<file path="src/logic/opdp_regs.svh">
// Register map, field positions and limits of the operand-type datapath
// Summary of operation
// - Word type is unsigned 16 bits in one register, 0 to 65,535.
// - Integer type is signed 16 bits in one register, -32,768 to 32,767.
// - Double-word type is unsigned 32 bits across two registers.
// - Long type is signed 32 bits across two registers.
// - Only typed instruction groups honour the type; all others work on 16-bit words.
// - Addition beyond range keeps the low bits and raises the carry indication; signed types here keep the true sign over the low bits instead.
// - Subtraction below range keeps low bits and raises borrow; in-range raises neither. Signed types here keep the true sign over the low bits instead.
// - Float type is IEEE-754 single precision held in two consecutive registers.
// - Float fraction bits 0-22, exponent bits 23-30, sign bit 31.
// - Exponent strictly between 0 and 255 is a normal number.
// - Zero exponent with zero fraction is a signed zero.
// - Invalid float operand or result raises the execution error and fault lamp.
// - Float instructions update carry/borrow: overflow, underflow set it; exact zero clears. Float add/sub here raise the execution error instead.
// - By default the first register holds the high word, the next the low word.
// - A setting reverses the high/low word order of two-register operands.
// - Device areas never continue into each other; operands stay in one area.
// - No-operation changes nothing and needs no condition or operand.
// - Execute while the condition is true; otherwise skip and hold all devices.
// - An execution error suppresses the write-back to the destination.
`ifndef OPDP_REGS_SVH
`define OPDP_REGS_SVH

// ***************
// Byte offsets
// ***************
`define OFF_CTRL 8'h00
`define OFF_A_FIRST 8'h04
`define OFF_A_NEXT 8'h08
`define OFF_B_FIRST 8'h0C
`define OFF_B_NEXT 8'h10
`define OFF_D_FIRST 8'h14
`define OFF_D_NEXT 8'h18
`define OFF_STATUS 8'h1C
`define OFF_DST_IDX 8'h20

// ***************
// Fields
// ***************
`define CTRL_GO 0
`define CTRL_COND 1
`define CTRL_OP_LSB 2
`define CTRL_OP_W 3
`define CTRL_DT_LSB 5
`define CTRL_DT_W 3
`define CTRL_SWAP 8
`define CTRL_RST 16'h0000
`define ST_CB 0
`define ST_ERR 1
`define ST_CY 2
`define ST_BW 3
`define ST_BUSY 4
`define FP_FRAC_MSB 22
`define FP_EXP_LSB 23
`define FP_EXP_MSB 30
`define FP_EXP_ZERO 8'h00
`define FP_EXP_MAX 8'hFF

// ***************
// Device areas (inclusive ends) and bus answers
// ***************
`define AREA0_END 15'h07CF
`define AREA1_END 15'h1F3F
`define AREA2_END 15'h2007
`define RESP_OKAY 2'h0
`define RESP_SLVERR 2'h2

`endif

</file>
<file path="src/logic/opdp_pkg.sv">
// Types shared by the operand-type datapath modules
package opdp_pkg;

   typedef enum logic [2:0] {DT_W = 3'h0, DT_I = 3'h1, DT_D = 3'h2, DT_L = 3'h3,
      DT_F = 3'h4} dtype_t;

   typedef enum logic [2:0] {OP_NOP = 3'h0, OP_MOV = 3'h1, OP_ADD = 3'h2, OP_SUB = 3'h3,
      OP_INC = 3'h4} op_t;

   typedef enum logic [1:0] {ST_IDLE = 2'b01, ST_EXEC = 2'b10} st_t;

   typedef struct packed {
      st_t st;
      logic aw_ok;
      logic [7:0] aw_addr;
      logic w_ok;
      logic [31:0] w_data;
      logic [3:0] w_strb;
      logic bvalid;
      logic [1:0] bresp;
      logic rvalid;
      logic [31:0] rdata;
      logic [1:0] rresp;
      logic [15:0] ctrl;
      logic [15:0] a_first;
      logic [15:0] a_next;
      logic [15:0] b_first;
      logic [15:0] b_next;
      logic [15:0] d_first;
      logic [15:0] d_next;
      logic [14:0] dst_idx;
      logic cb;
      logic err;
      logic cy;
      logic bw;
   } regs_t;

endpackage : opdp_pkg

</file>
<file path="src/logic/fp_chk_if.sv">
// Carrier between the datapath and its float pattern classifier
`timescale 1ns/1ps
interface fp_chk_if;
   logic [31:0] word;
   logic is_zero;
   logic is_normal;
   logic invalid;
   modport cls (input word, output is_zero, output is_normal, output invalid);
   modport user (output word, input is_zero, input is_normal, input invalid);
endinterface : fp_chk_if

</file>
<file path="src/logic/fp_classify.sv">
// Single-precision float pattern classifier
`timescale 1ns/1ps
`include "opdp_regs.svh"
module fp_classify
(
   // Pattern in, class out
   fp_chk_if.cls chk
);
   import opdp_pkg::*;

   logic [7:0] expo;
   logic [22:0] frac;

   assign expo = chk.word[`FP_EXP_MSB:`FP_EXP_LSB];
   assign frac = chk.word[`FP_FRAC_MSB:0];
   assign chk.is_zero = (expo == `FP_EXP_ZERO) && (frac == '0);
   assign chk.is_normal = (expo != `FP_EXP_ZERO) && (expo != `FP_EXP_MAX);
   // Subnormals count as invalid too: the block has no gradual underflow path
   assign chk.invalid = !chk.is_zero && !chk.is_normal;
endmodule : fp_classify

</file>
<file path="src/logic/plc_operand_type_datapath.sv">
// Operand-type datapath with AXI4-Lite register access
//
// The placing of the registers and the AXI4-Lite slave port were chosen for this implementation.
`timescale 1ns/1ps
`include "opdp_regs.svh"
module plc_operand_type_datapath
#(
   parameter int ADDR_W = 8
)
(
   // Clock and reset
   input wire logic aclk,
   input wire logic aresetn,
   // Write address
   input wire logic awvalid,
   output logic awready,
   input wire logic [ADDR_W-1:0] awaddr,
   // Write data
   input wire logic wvalid,
   output logic wready,
   input wire logic [31:0] wdata,
   input wire logic [3:0] wstrb,
   // Write response
   output logic bvalid,
   input wire logic bready,
   output logic [1:0] bresp,
   // Read address
   input wire logic arvalid,
   output logic arready,
   input wire logic [ADDR_W-1:0] araddr,
   // Read data
   output logic rvalid,
   input wire logic rready,
   output logic [31:0] rdata,
   output logic [1:0] rresp,
   // Flags
   output logic carry_borrow_relay,
   output logic exec_error_relay,
   output logic fault_lamp
);
   import opdp_pkg::*;

   // ***************
   // Helpers
   // ***************
   function automatic logic [31:0] join_w(input logic [15:0] f, input logic [15:0] n,
      input logic sw);
      join_w = sw ? {n, f} : {f, n};
   endfunction : join_w

   function automatic logic [15:0] merge16(input logic [15:0] old, input logic [31:0] wd,
      input logic [3:0] st);
      merge16 = {st[1] ? wd[15:8] : old[15:8], st[0] ? wd[7:0] : old[7:0]};
   endfunction : merge16

   // Flag in bit 32, stored result below
   function automatic logic [32:0] arith(input logic [31:0] a, input logic [31:0] b,
      input logic sub, input logic wide, input logic sgn);
      logic [33:0] ea;
      logic [33:0] eb;
      logic [33:0] r;
      logic fl;
      if (wide)
      begin
         ea = sgn ? {{2{a[31]}}, a} : {2'h0, a};
         eb = sgn ? {{2{b[31]}}, b} : {2'h0, b};
      end
      else
      begin
         ea = sgn ? {{18{a[15]}}, a[15:0]} : {18'h0, a[15:0]};
         eb = sgn ? {{18{b[15]}}, b[15:0]} : {18'h0, b[15:0]};
      end
      r = sub ? ea - eb : ea + eb;
      // Signed: out of range when the two top bits differ; unsigned: bit past width
      if (sgn)
         fl = wide ? (r[32] != r[31]) : (r[16] != r[15]);
      else
         fl = wide ? r[32] : r[16];
      // Signed overflow keeps the true sign over the low bits, so a wrap never flips sign
      if (sgn)
         arith = {fl, wide ? {r[33], r[30:0]} : {16'h0, r[33], r[14:0]}};
      else
         arith = {fl, wide ? r[31:0] : {16'h0, r[15:0]}};
   endfunction : arith

   function automatic logic area_ok(input logic [14:0] idx, input logic wide);
      logic [14:0] last;
      last = idx + {14'h0, wide};
      if (idx <= `AREA0_END)
         area_ok = last <= `AREA0_END;
      else if (idx <= `AREA1_END)
         area_ok = last <= `AREA1_END;
      else if (idx <= `AREA2_END)
         area_ok = last <= `AREA2_END;
      else
         area_ok = 1'b0;
   endfunction : area_ok

   // ***************
   // State
   // ***************
   regs_t s_q;
   regs_t s_d;
   fp_chk_if fchk ();
   fp_classify u_cls (.chk(fchk.cls));

   op_t op;
   dtype_t dt;
   logic swap;
   logic wide;
   logic sgn;
   logic is_fl;
   logic [31:0] a_val;
   logic [31:0] b_val;
   logic [32:0] ar;
   logic [31:0] res;
   logic err_now;
   logic exec_go;
   logic [7:0] wa;
   logic [7:0] ra;

   assign op = op_t'(s_q.ctrl[`CTRL_OP_LSB +: `CTRL_OP_W]);
   // Non-typed groups always run as 16-bit words
   assign dt = (op == OP_INC) ? DT_W : dtype_t'(s_q.ctrl[`CTRL_DT_LSB +: `CTRL_DT_W]);
   assign swap = s_q.ctrl[`CTRL_SWAP];
   assign wide = (dt == DT_D) || (dt == DT_L) || (dt == DT_F);
   assign sgn = (dt == DT_I) || (dt == DT_L);
   assign is_fl = (dt == DT_F);
   assign a_val = wide ? join_w(s_q.a_first, s_q.a_next, swap) : {16'h0, s_q.a_first};
   assign b_val = (op == OP_INC) ? 32'h0000_0001 :
      (wide ? join_w(s_q.b_first, s_q.b_next, swap) : {16'h0, s_q.b_first});
   assign fchk.word = a_val;
   assign ar = arith(a_val, b_val, op == OP_SUB, wide, sgn);
   assign res = (op == OP_MOV) ? a_val : ar[31:0];
   // Float add/sub has no arithmetic unit here, so it is reported as an error
   assign err_now = !area_ok(s_q.dst_idx, wide) ||
      (is_fl && (fchk.invalid || (op != OP_MOV)));
   assign exec_go = (s_q.st == ST_EXEC) && s_q.ctrl[`CTRL_COND] && (op != OP_NOP);
   assign wa = {s_q.aw_addr[7:2], 2'h0};
   assign ra = {araddr[7:2], 2'h0};

   // ***************
   // Next state
   // ***************
   always_comb
   begin
      s_d = s_q;
      awready = !s_q.aw_ok && !s_q.bvalid;
      wready = !s_q.w_ok && !s_q.bvalid;
      arready = !s_q.rvalid;
      if (awvalid && awready)
      begin
         s_d.aw_ok = 1'b1;
         s_d.aw_addr = awaddr[7:0];
      end
      if (wvalid && wready)
      begin
         s_d.w_ok = 1'b1;
         s_d.w_data = wdata;
         s_d.w_strb = wstrb;
      end
      if (s_q.bvalid && bready)
         s_d.bvalid = 1'b0;
      if (s_q.st == ST_EXEC)
         s_d.st = ST_IDLE;
      // Register writes, both halves held
      if (s_q.aw_ok && s_q.w_ok)
      begin
         s_d.aw_ok = 1'b0;
         s_d.w_ok = 1'b0;
         s_d.bvalid = 1'b1;
         s_d.bresp = `RESP_OKAY;
         if (wa == `OFF_CTRL)
         begin
            s_d.ctrl = merge16(s_q.ctrl, s_q.w_data, s_q.w_strb);
            s_d.ctrl[`CTRL_GO] = 1'b0;
            if (s_q.w_strb[0] && s_q.w_data[`CTRL_GO] && (s_q.st == ST_IDLE))
               s_d.st = ST_EXEC;
         end
         else if (wa == `OFF_A_FIRST)
            s_d.a_first = merge16(s_q.a_first, s_q.w_data, s_q.w_strb);
         else if (wa == `OFF_A_NEXT)
            s_d.a_next = merge16(s_q.a_next, s_q.w_data, s_q.w_strb);
         else if (wa == `OFF_B_FIRST)
            s_d.b_first = merge16(s_q.b_first, s_q.w_data, s_q.w_strb);
         else if (wa == `OFF_B_NEXT)
            s_d.b_next = merge16(s_q.b_next, s_q.w_data, s_q.w_strb);
         else if (wa == `OFF_DST_IDX)
            s_d.dst_idx = 15'(merge16({1'b0, s_q.dst_idx}, s_q.w_data, s_q.w_strb));
         else if (wa == `OFF_STATUS)
         begin
            if (s_q.w_strb[0] && s_q.w_data[`ST_ERR])
               s_d.err = 1'b0;
         end
         else if ((wa != `OFF_D_FIRST) && (wa != `OFF_D_NEXT))
            s_d.bresp = `RESP_SLVERR;
      end
      // Execution; placed after the clear so a new error wins over it
      if (exec_go)
      begin
         if (err_now)
            s_d.err = 1'b1;
         else
         begin
            if (wide)
            begin
               s_d.d_first = swap ? res[15:0] : res[31:16];
               s_d.d_next = swap ? res[31:16] : res[15:0];
            end
            else
               s_d.d_first = res[15:0];
            if (is_fl)
            begin
               // A copied valid pattern is zero or normal: no overflow or underflow
               s_d.cb = 1'b0;
               s_d.cy = 1'b0;
               s_d.bw = 1'b0;
            end
            else if (op != OP_MOV)
            begin
               s_d.cb = ar[32];
               s_d.cy = ar[32] && (op != OP_SUB);
               s_d.bw = ar[32] && (op == OP_SUB);
            end
         end
      end
      // Reads
      if (s_q.rvalid && rready)
         s_d.rvalid = 1'b0;
      if (arvalid && arready)
      begin
         s_d.rvalid = 1'b1;
         s_d.rresp = `RESP_OKAY;
         if (ra == `OFF_CTRL)
            s_d.rdata = {16'h0, s_q.ctrl};
         else if (ra == `OFF_A_FIRST)
            s_d.rdata = {16'h0, s_q.a_first};
         else if (ra == `OFF_A_NEXT)
            s_d.rdata = {16'h0, s_q.a_next};
         else if (ra == `OFF_B_FIRST)
            s_d.rdata = {16'h0, s_q.b_first};
         else if (ra == `OFF_B_NEXT)
            s_d.rdata = {16'h0, s_q.b_next};
         else if (ra == `OFF_D_FIRST)
            s_d.rdata = {16'h0, s_q.d_first};
         else if (ra == `OFF_D_NEXT)
            s_d.rdata = {16'h0, s_q.d_next};
         else if (ra == `OFF_DST_IDX)
            s_d.rdata = {17'h0, s_q.dst_idx};
         else if (ra == `OFF_STATUS)
            s_d.rdata = {27'h0, s_q.st == ST_EXEC, s_q.bw, s_q.cy, s_q.err, s_q.cb};
         else
         begin
            s_d.rdata = 32'h0000_0000;
            s_d.rresp = `RESP_SLVERR;
         end
      end
   end

   always_ff @(posedge aclk)
   begin
      if (!aresetn)
      begin
         s_q <= '0;
         s_q.st <= ST_IDLE;
         s_q.ctrl <= `CTRL_RST;
      end
      else
         s_q <= s_d;
   end

   // ***************
   // Outputs
   // ***************
   assign bvalid = s_q.bvalid;
   assign bresp = s_q.bresp;
   assign rvalid = s_q.rvalid;
   assign rdata = s_q.rdata;
   assign rresp = s_q.rresp;
   assign carry_borrow_relay = s_q.cb;
   assign exec_error_relay = s_q.err;
   assign fault_lamp = s_q.err;
endmodule : plc_operand_type_datapath

</file>
<file path="config.mk">
export PLATFORM = sky130hd
export DESIGN_NAME = plc_operand_type_datapath
export DESIGN_NICKNAME = d
export VERILOG_FILES = /design/src/logic/opdp_pkg.sv /design/src/logic/fp_chk_if.sv /design/src/logic/fp_classify.sv /design/src/logic/plc_operand_type_datapath.sv
export VERILOG_INCLUDE_DIRS = /design/src /design/src/logic
export SDC_FILE = /design/constraint.sdc
export NUM_CORES = 1
export LEC_CHECK = 0
export ABC_CLOCK_PERIOD_IN_PS = 17700
export BUFFER_PORTS_ARGS = -buffer_cell sky130_fd_sc_hd__buf_2
export CORE_ASPECT_RATIO = 0.6
export CORE_MARGIN = 1
export CORE_UTILIZATION = 55
export CTS_CLUSTER_DIAMETER = 30
export DETAILED_ROUTE_END_ITERATION = 10
export PLACE_DENSITY = 0.74
export SYNTH_ARGS = -nofsm -noshare
export SYNTH_HDL_FRONTEND = slang
export SYNTH_HIERARCHICAL = 1
export SYNTH_SLANG_ARGS = --single-unit
</file>
<file path="constraint.sdc">
create_clock -name aclk -period 17.7 [get_ports aclk]
set_clock_uncertainty 0.15 [all_clocks]
set_input_delay 3.54 -clock aclk [delete_from_list [all_inputs] [get_ports aclk]]
set_output_delay 3.54 -clock aclk [all_outputs]
set_load 0.02 [all_outputs]
</file>
==> results by group <==
GRT
  • GR peak layer: met1
  • Number of global-route vias before repair: about 12,000
  • First-pass GRT wire length: a little under 80,000 µm
  • Largest net degree at the start of global routing: 95
  • Total GRT Usage: a little over two fifths
  • Met1 GRT Util: ~65%
  • Grt total ovfl: 0
  • GR Util met3: 19.0%
  • Initial antenna violation count: 1
  • Met2 Use GR: a little over half

Clock network
  • TritonCTS Buffers: 17
  • Post-cts hold buffer count: 0
  • Worst-path clk slew: roughly 80 ps
  • TritonCTS clock tree: yes
  • H-tree depth reported by CTS: 4
  • Clk Latency, worst-skew pair: approximately 450 ps
  • CTS Sinks: 178
  • Post-CTS sizing: 0
  • Post-CTS setup buffers: 0
  • Root Buffer: clkbuf_16
  • Clock buffer depth: 2

Placed design
  • Pre-CTS setup slack: about 9100 ps
  • Placed cell count: approximately 2,100
  • DP HPWL: around 40,000 µm
  • # port buffers: 62
  • RePlAce Congestion: about 1.1

Floorplan
  • Num rows: 43
  • Core Area: about 0.023 mm²
  • Initial Util: between 50% and 60%
  • Die Height: around 120 µm
  • Die area: 0.0247 mm²
  • Top Ports: between 100 and 150
  • Die X-Extent: between 200 and 250 µm

Logic synthesis
  • Netlist Area Pre-Place: around 0.013 mm²
  • Syn avg cell area: 7.11 µm²
  • YS warnings: 6
  • Synth Instances: 1,863

Final layout
  • Multi-input combinational cell area: 0.00888 mm²
  • Share of cells above drive strength 1: around 8.8%
  • Reg area: ~0.0036 mm²
  • Post-Layout Cell Count: roughly 2,200
  • P&R area growth vs syn: 6.23%
  • Fillers: roughly 2,200
  • Fin nets: 1,924

Critical path
  • CP endpoint kind: flip-flop
  • CP arrival: 9380 ps
  • Critical Path Source Type: flip-flop
  • CP Class: flip-flop to flip-flop
  • WP data required: around 18,000 ps
  • Worst-path fanout max: 38

Route
  • Post-route ant nets: 0
  • DRC violations left: 0
  • Via count: between 10,000 and 15,000
  • Final WL: 54,800 µm
  • Iteration-0 DRC Markers: 2,146
  • DR pass1 iterations: 8
  • Via density: roughly 6.9
  • Drt wl/cell: ~25 µm

STA
  • Final hold violations: 0
  • Max Slew Vio Count: 0
  • Period Utilization, post-route: 51.7%
  • Setup-failing EPs final: 0
  • Unrepaired setup endpoints after global routing: no
  • Slew @ Worst Pin: approximately 1200 ps
  • Period minus WS final: 9150 ps
  • Slew HR: 20.8%
  • Max Fclk: ~0.11 GHz
  • TNS Setup: 0 ps
  • Hold WS: a little over 300 ps
  • Slack of the critical path: approximately 8500 ps

Status
  • Status: completed

Power
  • NetSw: between 0.0002 and 0.0003 W
  • Sequential share of power: 47.0%
  • Maximum vdd drop: about 0.070 mV
  • Internal: about 0.00064 W
  • Power per cell area: between 60 and 70 mW/mm²
  • Leak: ~5.4 nW
  • Clk network pwr share: between 40% and 50%
  • Combinational power share: 8.1%
  • Sw Ratio: 28.2%

Hold path
  • HP Class: flip-flop to flip-flop

Job
  • Max Cap Viol: 0
==> layout make-up <==
class / instances / share of cell area, %
inverter: 34 / 0.925
clock buffer: 17 / 3.02
tap: 315 / 2.80
clock inverter: 15 / 1.36
timing repair buffer: 85 / 3.43
multi-input combinational: 1512 / 63.1
antenna: 1 / 0.0178
sequential: 178 / 25.3
==> cell usage in the layout (no fill, tap or decap), types with 10 or more instances in the layout <==
master,n
nand2_1,371
xor2_1,21
clkbuf_16,17
nor3_1,40
a211oi_1,20
o211ai_1,20
inv_1,31
and3_1,25
a21oi_1,224
o21a_1,10
and2_1,13
dfxtp_1,177
nand3_1,41
mux2i_1,71
buf_2,62
a31oi_1,26
nor4_1,12
mux2_2,16
nand4_1,14
xnor2_1,35
nor3b_1,10
nand2b_1,27
o21ai_0,99
conb_1,18
a21o_1,20
buf_4,23
a221oi_1,15
nor2_1,151
nor2b_1,13
a22oi_1,15
ha_1,36
==> registers in the layout, indices dropped and copies added, names as in the netlist <==
name	count
rresp	1
bvalid	1
carry_borrow_relay	1
rdata	16
op	3
exec_error_relay	1
s_q	153
bresp	1
rvalid	1
==> metal layers <==
| metal | vias up | wire length, µm |
|---|---|---|
| li1 | 6543 | - |
| met1 | 7044 | 23400 |
| met2 | 1105 | 20200 |
| met3 | 117 | 9690 |
| met4 | 2 | 1450 |
| met5 | - | 135 |
==> power groups by stage <==
stage / clock, W / combinational (W) / sequential [W]
after floorplan: 0 / 0.0000555 / 0.000421
after global placement: 0 / 0.0000691 / 0.000429
after detailed placement: 0 / 0.0000698 / 0.000429
after CTS: 0.000403 / 0.0000703 / 0.000420
after global routing: 0.000418 / 0.0000781 / 0.000421
final: 0.000403 / 0.0000726 / 0.000421
==> worst max-delay path, stage by stage (launching register included) <==
cell and delay (ps):
dfxtp_1 730, nor3b_1 550, o21ai_2 110, buf_4 270, inv_2 480, nand2_1 400, and3_1 310, a21oi_1 180
ha_1 230, inv_1 70, or4_1 570, nor3_1 380, o2111ai_1 270, nor2b_1 280, o21ai_0 120, a311oi_1 660
ha_1 460, a211oi_1 230, o21ai_0 110, a221o_1 400, o21bai_1 250, a21boi_1 140, o21a_1 210, o21a_1 170
o32ai_1 930, o21ai_0 200, a21oi_1 180
==> through the flow <==
stage | util [%] | power [W] | cell area (µm²)
after CTS | 60.3 | 0.000893 | 14100
after floorplan | - | 0.000476 | 13300
after global routing | 60.3 | 0.000917 | 14100
after global placement | 57.6 | 0.000498 | 13500
after detailed placement | 57.6 | 0.000499 | 13500
final | 60.3 | 0.000897 | 14100
==> final timing paths <==
path / start / slack [ps] / cells past startpoint / end
max: s_q[122]$_SDFFE_PN0P_ / 8550 / 26 / s_q[42]$_SDFFE_PN0P_
min: s_q[48]$_SDFFE_PN0P_ / 310 / 2 / s_q[48]$_SDFFE_PN0P_
max reg2reg: s_q[122]$_SDFFE_PN0P_ / 8550 / 26 / s_q[42]$_SDFFE_PN0P_
min reg2reg: s_q[48]$_SDFFE_PN0P_ / 310 / 2 / s_q[48]$_SDFFE_PN0P_
No activity file was read; power rests on OpenSTA's default activity.
